File: src/secp_pkg.sv
package secp_pkg;
  localparam int unsigned CLK_HZ = 200000000;
  localparam int unsigned BAUD = 9600;
  localparam int unsigned BIT_CYCLES = CLK_HZ / BAUD;
  localparam int unsigned HALF_CYCLES = BIT_CYCLES / 2;
  localparam int unsigned GAP_US = 1000;
  localparam int unsigned GAP_CYCLES = (CLK_HZ / 1000000) * GAP_US;
  localparam int unsigned DATA_BITS = 8;
  localparam logic [7:0] NL_CODE = 8'h0a;
  localparam int unsigned CMD_DEPTH = 256;
  localparam int unsigned RSP_DEPTH = 256;
  localparam logic [1:0] LINK_PARALLEL = 2'h0;
  localparam logic [1:0] LINK_SERIAL = 2'h1;
  localparam logic [1:0] LINK_BIAS = 2'h2;

  typedef struct packed {
    logic valid;
    logic [7:0] data;
    logic last;
  } secp_byte_t;
endpackage

File: src/secp_top.sv
`timescale 1ns/1ps
module secp_top
  import secp_pkg::*;
(
  // clock and reset
  input wire logic core_clk,
  input wire logic arst_n,
  // mode settings
  input wire logic [1:0] remote_link_select,
  input wire logic talk_only,
  // serial pins
  input wire logic rxd,
  output logic txd,
  // command to executer
  output secp_pkg::secp_byte_t cmd_out,
  output logic cmd_busy,
  input wire logic cmd_done,
  // response text from executer
  input wire secp_pkg::secp_byte_t rsp_in,
  // measurement results in talk only
  input wire secp_pkg::secp_byte_t meas_in,
  // link select state
  output logic serial_mode,
  output logic bias_source_control_mode,
  output logic parallel_mode
);
  import secp_pkg::*;

  ////////////////////////////////////////////////////////////////
  // mode decode
  function automatic logic [2:0] link_onehot(input logic [1:0] sel);
    link_onehot = 3'h0;
    unique case (sel)
      LINK_SERIAL: link_onehot = 3'h1;
      LINK_BIAS: link_onehot = 3'h2;
      default: link_onehot = 3'h4;
    endcase
  endfunction

  logic [2:0] next_modes;
  logic port_on;
  always_comb begin
    next_modes = link_onehot(remote_link_select);
  end
  always_ff @(posedge core_clk or negedge arst_n) begin
    if (!arst_n) begin
      serial_mode <= 1'b0;
      bias_source_control_mode <= 1'b0;
      parallel_mode <= 1'b1;
    end else begin
      serial_mode <= next_modes[0];
      bias_source_control_mode <= next_modes[1];
      parallel_mode <= next_modes[2];
    end
  end
  assign port_on = serial_mode & ~talk_only;

  ////////////////////////////////////////////////////////////////
  // rx sync, three stages
  logic [2:0] rx_sync;
  logic rx_line;
  always_ff @(posedge core_clk or negedge arst_n) begin
    if (!arst_n) begin
      rx_sync <= 3'h7;
      rx_line <= 1'b1;
    end else begin
      rx_sync <= {rx_sync[1:0], rxd};
      if (rx_sync[1] == rx_sync[2]) begin
        rx_line <= rx_sync[2];
      end
    end
  end

  ////////////////////////////////////////////////////////////////
  // receiver
  typedef enum logic [1:0] {SECP_RX_IDLE, SECP_RX_START, SECP_RX_DATA, SECP_RX_STOP} secp_rx_t;
  secp_rx_t rx_st, next_rx_st;
  logic [15:0] rx_cnt, next_rx_cnt;
  logic [2:0] rx_bit, next_rx_bit;
  logic [7:0] rx_sh, next_rx_sh;
  logic rx_got, next_rx_got;
  always_comb begin
    next_rx_st = rx_st;
    next_rx_cnt = rx_cnt;
    next_rx_bit = rx_bit;
    next_rx_sh = rx_sh;
    next_rx_got = 1'b0;
    unique case (rx_st)
      SECP_RX_IDLE: begin
        if (!rx_line) begin
          next_rx_st = SECP_RX_START;
          next_rx_cnt = 16'(HALF_CYCLES);
        end
      end
      SECP_RX_START: begin
        if (rx_cnt == 16'h0) begin
          next_rx_st = rx_line ? SECP_RX_IDLE : SECP_RX_DATA;
          next_rx_cnt = 16'(BIT_CYCLES - 1);
          next_rx_bit = 3'h0;
        end else begin
          next_rx_cnt = rx_cnt - 16'h1;
        end
      end
      SECP_RX_DATA: begin
        if (rx_cnt == 16'h0) begin
          next_rx_sh = {rx_line, rx_sh[7:1]};
          next_rx_cnt = 16'(BIT_CYCLES - 1);
          next_rx_bit = rx_bit + 3'h1;
          if (rx_bit == 3'(DATA_BITS - 1)) begin
            next_rx_st = SECP_RX_STOP;
          end
        end else begin
          next_rx_cnt = rx_cnt - 16'h1;
        end
      end
      SECP_RX_STOP: begin
        if (rx_cnt == 16'h0) begin
          next_rx_st = SECP_RX_IDLE;
          next_rx_got = rx_line;
        end else begin
          next_rx_cnt = rx_cnt - 16'h1;
        end
      end
    endcase
  end
  always_ff @(posedge core_clk or negedge arst_n) begin
    if (!arst_n) begin
      rx_st <= SECP_RX_IDLE;
      rx_cnt <= 16'h0;
      rx_bit <= 3'h0;
      rx_sh <= 8'h0;
      rx_got <= 1'b0;
    end else begin
      rx_st <= next_rx_st;
      rx_cnt <= next_rx_cnt;
      rx_bit <= next_rx_bit;
      rx_sh <= next_rx_sh;
      rx_got <= next_rx_got;
    end
  end

  ////////////////////////////////////////////////////////////////
  // command buffer and execution gate
  logic [7:0] cmd_mem [CMD_DEPTH];
  logic [7:0] cwr, next_cwr, crd, next_crd;
  logic accept, next_busy, echo_req, next_echo_req;
  logic [7:0] echo_byte, next_echo_byte;
  secp_byte_t next_cmd_out;
  logic echo_take;
  assign accept = rx_got & port_on & ~cmd_busy;
  always_comb begin
    next_cwr = cwr;
    next_crd = crd;
    next_busy = cmd_busy;
    next_cmd_out = '0;
    next_echo_req = echo_req & ~echo_take;
    next_echo_byte = echo_byte;
    if (accept) begin
      next_cwr = cwr + 8'h1;
      next_echo_req = 1'b1;
      next_echo_byte = rx_sh;
      if (rx_sh == NL_CODE) begin
        next_busy = 1'b1;
      end
    end
    if (cmd_busy && crd != cwr) begin
      next_crd = crd + 8'h1;
      next_cmd_out.valid = 1'b1;
      next_cmd_out.data = cmd_mem[crd];
      next_cmd_out.last = (cmd_mem[crd] == NL_CODE);
    end
    if (cmd_busy && crd == cwr && cmd_done) begin
      next_busy = 1'b0;
    end
  end
  always_ff @(posedge core_clk) begin
    if (accept) begin
      cmd_mem[cwr] <= rx_sh;
    end
  end
  always_ff @(posedge core_clk or negedge arst_n) begin
    if (!arst_n) begin
      cwr <= 8'h0;
      crd <= 8'h0;
      cmd_busy <= 1'b0;
      cmd_out <= '0;
      echo_req <= 1'b0;
      echo_byte <= 8'h0;
    end else begin
      cwr <= next_cwr;
      crd <= next_crd;
      cmd_busy <= next_busy;
      cmd_out <= next_cmd_out;
      echo_req <= next_echo_req;
      echo_byte <= next_echo_byte;
    end
  end

  ////////////////////////////////////////////////////////////////
  // response buffer, query text or talk only results
  logic [7:0] rsp_mem [RSP_DEPTH];
  logic [7:0] rwr, next_rwr, rrd, next_rrd;
  logic rsp_push, rsp_take;
  logic [7:0] rsp_byte;
  assign rsp_push = talk_only ? meas_in.valid : (rsp_in.valid & port_on);
  assign rsp_byte = talk_only ? meas_in.data : rsp_in.data;
  always_comb begin
    next_rwr = rwr + 8'(rsp_push);
    next_rrd = rrd + 8'(rsp_take);
  end
  always_ff @(posedge core_clk) begin
    if (rsp_push) begin
      rsp_mem[rwr] <= rsp_byte;
    end
  end
  always_ff @(posedge core_clk or negedge arst_n) begin
    if (!arst_n) begin
      rwr <= 8'h0;
      rrd <= 8'h0;
    end else begin
      rwr <= next_rwr;
      rrd <= next_rrd;
    end
  end

  ////////////////////////////////////////////////////////////////
  // transmitter
  typedef enum logic [1:0] {SECP_TX_IDLE, SECP_TX_SEND, SECP_TX_GAP} secp_tx_t;
  secp_tx_t tx_st, next_tx_st;
  logic [17:0] tx_cnt, next_tx_cnt;
  logic [3:0] tx_bit, next_tx_bit;
  logic [9:0] tx_sh, next_tx_sh;
  logic tx_is_rsp, next_tx_is_rsp, next_txd;
  always_comb begin
    next_tx_st = tx_st;
    next_tx_cnt = tx_cnt;
    next_tx_bit = tx_bit;
    next_tx_sh = tx_sh;
    next_tx_is_rsp = tx_is_rsp;
    echo_take = 1'b0;
    rsp_take = 1'b0;
    next_txd = 1'b1;
    unique case (tx_st)
      SECP_TX_IDLE: begin
        if (echo_req) begin
          echo_take = 1'b1;
          next_tx_sh = {1'b1, echo_byte, 1'b0};
          next_tx_is_rsp = 1'b0;
          next_tx_st = SECP_TX_SEND;
        end else if (rrd != rwr) begin
          rsp_take = 1'b1;
          next_tx_sh = {1'b1, rsp_mem[rrd], 1'b0};
          next_tx_is_rsp = 1'b1;
          next_tx_st = SECP_TX_SEND;
        end
        next_tx_cnt = 18'(BIT_CYCLES - 1);
        next_tx_bit = 4'h0;
      end
      SECP_TX_SEND: begin
        next_txd = tx_sh[0];
        if (tx_cnt == 18'h0) begin
          next_tx_sh = {1'b1, tx_sh[9:1]};
          next_tx_cnt = 18'(BIT_CYCLES - 1);
          next_tx_bit = tx_bit + 4'h1;
          if (tx_bit == 4'h9) begin
            next_txd = 1'b1;
            next_tx_st = SECP_TX_IDLE;
          end
        end else begin
          next_tx_cnt = tx_cnt - 18'h1;
        end
      end
      SECP_TX_GAP: begin
        if (tx_cnt == 18'h0) begin
          next_tx_st = SECP_TX_IDLE;
        end else begin
          next_tx_cnt = tx_cnt - 18'h1;
        end
      end
      default: begin
        next_tx_st = SECP_TX_IDLE;
      end
    endcase
  end
  // gap after a response terminator
  logic [7:0] tx_char, next_tx_char;
  always_comb begin
    next_tx_char = tx_char;
    if (tx_st == SECP_TX_IDLE && next_tx_st == SECP_TX_SEND) begin
      next_tx_char = next_tx_sh[8:1];
    end
  end
  secp_tx_t tx_st_fix;
  logic [17:0] tx_cnt_fix;
  always_comb begin
    tx_st_fix = next_tx_st;
    tx_cnt_fix = next_tx_cnt;
    if (tx_st == SECP_TX_SEND && tx_cnt == 18'h0 && tx_bit == 4'h9 && tx_is_rsp && tx_char == NL_CODE) begin
      tx_st_fix = SECP_TX_GAP;
      tx_cnt_fix = 18'(GAP_CYCLES - 1);
    end
  end
  always_ff @(posedge core_clk or negedge arst_n) begin
    if (!arst_n) begin
      tx_st <= SECP_TX_IDLE;
      tx_cnt <= 18'h0;
      tx_bit <= 4'h0;
      tx_sh <= 10'h3ff;
      tx_is_rsp <= 1'b0;
      tx_char <= 8'h0;
      txd <= 1'b1;
    end else begin
      tx_st <= tx_st_fix;
      tx_cnt <= tx_cnt_fix;
      tx_bit <= next_tx_bit;
      tx_sh <= next_tx_sh;
      tx_is_rsp <= next_tx_is_rsp;
      tx_char <= next_tx_char;
      txd <= next_txd;
    end
  end
endmodule

File: config.mk
export PLATFORM = sky130hd
export DESIGN_NAME = secp_top
export DESIGN_NICKNAME = d
export VERILOG_FILES = /design/src/secp_pkg.sv /design/src/secp_top.sv
export SDC_FILE = /design/constraint.sdc
export NUM_CORES = 2
export LEC_CHECK = 0
export ABC_AREA = 1
export ABC_CLOCK_PERIOD_IN_PS = 12500
export BUFFER_PORTS_ARGS = -buffer_cell sky130_fd_sc_hd__buf_2
export CORE_MARGIN = 1.5
export CORE_UTILIZATION = 50
export DETAILED_ROUTE_END_ITERATION = 6
export PLACE_DENSITY_LB_ADDON = 0.3
export SLEW_MARGIN = 15
export SYNTH_ARGS = -nofsm -noshare
export SYNTH_HDL_FRONTEND = slang
export SYNTH_SLANG_ARGS = --single-unit
File: constraint.sdc
create_clock -name core_clk -period 12.5 [get_ports core_clk]
set_input_delay 3.125 -clock core_clk [delete_from_list [all_inputs] [get_ports core_clk]]
set_output_delay 3.125 -clock core_clk [all_outputs]
set_load 0.005 [all_outputs]
After elaboration in Yosys (flattened, before gate mapping)

Memory sizes are Yosys's and may differ from the RTL's.
Index checks and enable logic that the tools add are counted.

Memory bits (writable): 4096
Memories: 2
Bits of input ports: 27
Bits in latches: 0
Bits in read-only memories: 0
Bits in registers: 133
Output and inout port bits: 15
Word-level logic and storage cells: 155

Memories:

| name    | depth | bits a word | read ports | clocked after memory_dff | write ports | line            | source |
|---|---|---|---|---|---|---|---|
| cmd_mem | 256   | 8           | 1          | 0                        | 1           | secp_top.sv:144 | `logic [7:0] cmd_mem [CMD_DEPTH];` |
| rsp_mem | 256   | 8           | 1          | 0                        | 1           | secp_top.sv:201 | `logic [7:0] rsp_mem [RSP_DEPTH];` |

Equality and inequality tests: 26
Order comparisons: 0
Div/mod/pow operators: 0
$mul: 0
Add/sub/neg operators: 8
Bitwise gates (word level): 8
Multiplexer cells: 55
Shift-type cells: 0
Reduce and logical (&&, ||, !) cells: 28

Operators by type and width:

| kind                    | number |
|---|---|
| $mux W18                | 3 |
| $pmux W18 S3            | 1 |
| $mux W16                | 3 |
| $pmux W16 S3            | 1 |
| $mux W10                | 4 |
| $eq A8 B4 Y1 const B    | 3 |
| $mux W2                 | 12 |
| $mux W1                 | 21 |
| $pmux W10 S2            | 1 |
| $logic_not A18 Y1       | 1 |
| $sub A18 B1 Y18 const B | 1 |
| $add A8 B1 Y8           | 2 |
| $add A8 B1 Y8 const B   | 2 |
| $logic_not A16 Y1       | 1 |
| $ne A8 B8 Y1            | 2 |
| $sub A16 B1 Y16 const B | 1 |
| $ne A2 B2 Y1 const B    | 7 |
| $pmux W3 S2             | 2 |
| $reduce_and A2 Y1       | 6 |
| $reduce_bool A2 Y1      | 5 |
| $eq A2 B1 Y1 const B    | 4 |
| $eq A2 B2 Y1 const B    | 4 |
| $eq A8 B8 Y1            | 1 |
| $logic_and A1 B1 Y1     | 8 |
| other kinds (19)        | 29 |

Depth between registers and ports, before layout

Depth in word-level cells: 7
Gate-level depth with buffers: 21
Depth with buffers taken out: 17

Worst setup path after synthesis

OpenSTA, ideal clock, no wires.

Kind: input to register
Start: input talk_only
End: memory rsp_mem[0][0] (data pin)
Stages on the path: 4
Setup slack: 5172 ps
Setup time: 824 ps
Data required time: 11676 ps
Path buffers: 1
Arrival time: 6504 ps
Path through: buf_2 -> clkinv_1 -> nand2_1 -> nand2_1

Longest elaborated chain between the ends: 1

Ends and longest elaborated chain:

| what                  | line            | source |
|---|---|---|
| start, declared       | secp_top.sv:10  | `input wire logic talk_only,` |
| $mux W8               | secp_top.sv:206 | `assign rsp_byte = talk_only ? meas_in.data : rsp_in.data;` |
| named net rsp_byte[0] | secp_top.sv:204 | `logic [7:0] rsp_byte;` |
| end, declared         | secp_top.sv:201 |  |

The timed path passes the listed nets, and every way through them passes these cells.

Final worst setup path

Start: input talk_only
End: memory cmd_mem[175][0], enable pin

Longest elaborated chain between the ends: 6

Ends and longest elaborated chain:

| what                          | line            | source |
|---|---|---|
| $not A1 Y1                    | secp_top.sv:56  | `assign port_on = serial_mode & ~talk_only;` |
| $and A1 B1 Y1                 | secp_top.sv:56  |  |
| $and A1 B1 Y1 (2 in a row)    | secp_top.sv:150 | `assign accept = rx_got & port_on & ~cmd_busy;` |
| $mux W1                       | secp_top.sv:177 | `if (accept) begin` |
| $mux W1 (not written as such) | secp_top.sv:178 | `cmd_mem[cwr] <= rx_sh;` |
| end, declared                 | secp_top.sv:144 |  |

No other way between the ends.

==> run metrics <==
status=finished clean; crit path launch type=input port; largest net degree at the start of global routing=236; detail-routed via count per cell=5.89; Crit path top cell by count=nor2_1; Synthesis Warnings=0; Post-Synthesis Cells=14000; iteration-0 DRC count of the detailed router=12600; Die Ht=588 um; CTS Root Cell=clkbuf_16; crit path max fanout=20; GP Congestion=0.898; DR pass1 iterations=6; drt total wl=439000 um; sequential share of power=0.549; CTS resizes=0; Placeable Area=340000 um2; Synth cell types=55; switching power=0.00580 W; crit-path cells=buf_2 > nor2_1 > nand3_1 > buf_4 > clkinv_1 > nand2_1 > nor2_1 > clkinv_1 > buf_4 > nor2_1; Cell Int Power=0.0226 W; leakage=65.8 nW; Crit path max-delay family=simple AND/OR/NAND/NOR gates; H-tree level count=5; Hold Path Class=flip-flop to flip-flop; Critical Path RT=13070 ps; fin crit share=0.490; Comb power frac=0.019; clk slew on worst S/H paths=60 ps; Syn Nets=14000; post-synthesis sequential area ratio=0.738; final-stage net count=13700; Total GRT Usage=0.248; first-pass GRT wire length=651000 um; antenna violations before repair=9; setup TNS=0 ps; critical path buffer and inverter count=5; RSZ-0062 raised after global routing=false; arrival time worst endpoint=6690 ps; # fillers=27600; Synth Cell Area=171000 um2; Starting Density=0.503; final setup skew=38.8 ps; Worst IR Drop VDD=129 uV; worst-margin pin slew=1220 ps; CTS Buf Count=413; Clock power frac=0.432; final setup fails=0; total congestion overflow=0; Final Hold Fails=0; drt drc=0; fmax=0.163 GHz; post-route antenna net violation count=0; number of flops mapped to enable cells by yosys=4096; Ports=42; Critical Path Max Stage Delay=770 ps; Tmin final=6120 ps; dpl hpwl=241000 um; Max-slew headroom=0.188; Synth Flop Type=edfxtp_1; Die Area=346000 um2; Die X=588 um; Syn Area/Cell=12.2 um2; PortBufs=39; Yosys reg bits=4229; Sink Count=4229; final slew viol count=0; Clock Path Buffers=4; vias in the first global route=103000; Final Core Density=0.550; Post-CTS Setup Bufs=0; cts hold-fix bufs=0; max cap viols=0; multi-input logic area=39300 um2; drt wl/cell=23.7 um; flip-flop and latch area=126000 um2; vias=109000; Site Rows=214; share of layout cells above drive strength 1=0.0623; Post-synth ARST share=0.0314; Worst-Skew Late Latency=980 ps; CP Capture Type=flip-flop; area grow syn2layout=9.40%; CTS tree=yes; type of the worst setup path=input port to flip-flop; critical path's slowest cell=nor2_1; Sw Share=0.204; pwr dens=152 nW/um2
synthesized netlist by cell type, types with 2 or more instances:
cell type	instances	area share
nand3b_1	4	0.00018
a31oi_1	13	0.00048
buf_6	44	0.0029
xor2_1	38	0.0019
nand2_1	1748	0.038
clkinv_1	8	0.00018
buf_4	83	0.0036
nand4_1	12	0.00044
o21ai_0	1638	0.048
o21ai_1	60	0.0018
nor3_1	18	0.00053
a22oi_1	5	0.00022
nor2_1	2472	0.054
buf_2	278	0.0081
xnor2_1	8	0.00041
ha_1	28	0.0020
a22o_1	3	0.00015
or2_2	6	0.00022
edfxtp_1	4096	0.72
nand3_1	1528	0.045
dfstp_2	16	0.0025
mux2i_1	2	0.00012
nor4_1	5	0.00018
o21bai_1	3	0.00013
buf_1	82	0.0018
o22ai_1	451	0.016
a21oi_1	202	0.0059
inv_1	258	0.0057
a32o_1	2	0.00012
o221ai_1	19	0.00097
dfrtp_1	117	0.017
inv_2	7	0.00015
o211ai_1	236	0.010
buf_8	2	0.00018
clkbuf_1	465	0.010
area by class of cell:
class / instances / area share
timing repair buffer: 188 / 0.00812
clock inverter: 240 / 0.0120
sequential: 4229 / 0.675
clock buffer: 509 / 0.0587
inverter: 274 / 0.00581
multi-input combinational: 8518 / 0.210
tap: 4536 / 0.0303
antenna: 4 / 0.0000535
power by group through the flow:
stage                     clock network, W  registers [W]  logic [W]
final                               0.0123         0.0156   0.000551
after global routing                0.0129         0.0156   0.000580
after CTS                           0.0123         0.0156   0.000544
after detailed placement                 0         0.0159   0.000543
after global placement                   0         0.0159   0.000536
after floorplan                          0         0.0159   0.000253
layout by cell type (no fill, tap or decap), types with 14 or more instances in the layout:
cell type     n
bufinv_16    36
clkbuf_16   423
nand2_2      14
buf_12       16
o211ai_1    236
buf_4       133
o21ai_1      60
o221ai_1     19
o21ai_0    1638
buf_2        38
dfrtp_1     100
clkbuf_1     78
dfstp_2      16
edfxtp_1   4096
nor3_1       16
clkinv_1     87
nand2_1    1726
clkinv_2     86
inv_1       252
nand3_1    1524
o22ai_1     450
a21oi_1     202
dfrtp_4      15
xor2_1       38
ha_1         28
nor2_1     2470
state kept, by name, indices dropped and copies added (netlist names), 2 cells and up, named ones only:
signal	cells
cmd_mem	2048
cmd_out	10
crd	8
cwr	8
echo_byte	8
rrd	8
rsp_mem	2048
rwr	8
rx_bit	3
rx_cnt	16
rx_sh	8
rx_sync	3
tx_bit	4
tx_char	8
tx_cnt	18
tx_sh	10
tx_st	2
cell families after synthesis:
logic type,synth area share
AND/OR/NAND/NOR,0.139
flip-flops,0.738
AO/OA/AOI/OAI,0.0849
buffers and inverters,0.0330
XOR/XNOR,0.00235
adder cells (fa/ha/maj),0.00211
multiplexers,0.000183
stage by stage:
stage               std cells  worst slack, ps  instance area [um2]  power, W  hold WS [ps]
global placement        17700             5510               174000    0.0164           361
finish                  18500             6380               187000    0.0284           366
CTS                     18500             6460               187000    0.0285           370
global route            18500             6200               187000    0.0290           376
floorplan               14000             5170               171000    0.0162           345
detailed placement      17700             5440               174000    0.0164           362
routing by layer:
layer,GRT usage,part of all wire,up-vias
met1,0.336,0.39,53400
met5,0,0.00010,-
met3,0.0369,0.084,941
li1,-,-,49700
met2,0.400,0.48,4905
met4,0.110,0.047,6
worst paths after layout:
| path | from | endpoint | slack (ps) | cells past startpoint |
|---|---|---|---|---|
| max reg2reg | rrd[0]$_DFF_PN0_ | tx_char[1]$_DFFE_PN0P_ | 6580 | 16 |
| min | rx_sync[1]$_DFF_PN1_ | rx_sync[2]$_DFF_PN1_ | 370 | 0 |
| max | talk_only | cmd_mem[175][0]$_DFFE_PP_ | 6380 | 10 |
| min reg2reg | rx_sync[1]$_DFF_PN1_ | rx_sync[2]$_DFF_PN1_ | 370 | 0 |
| max in group asynchronous | arst_n | crd[1]$_DFFE_PN0P_ | 8720 | 2 |
| min in group asynchronous | arst_n | rx_cnt[13]$_DFFE_PN0P_ | 2220 | 1 |
No activity file was read; power rests on OpenSTA's default activity.
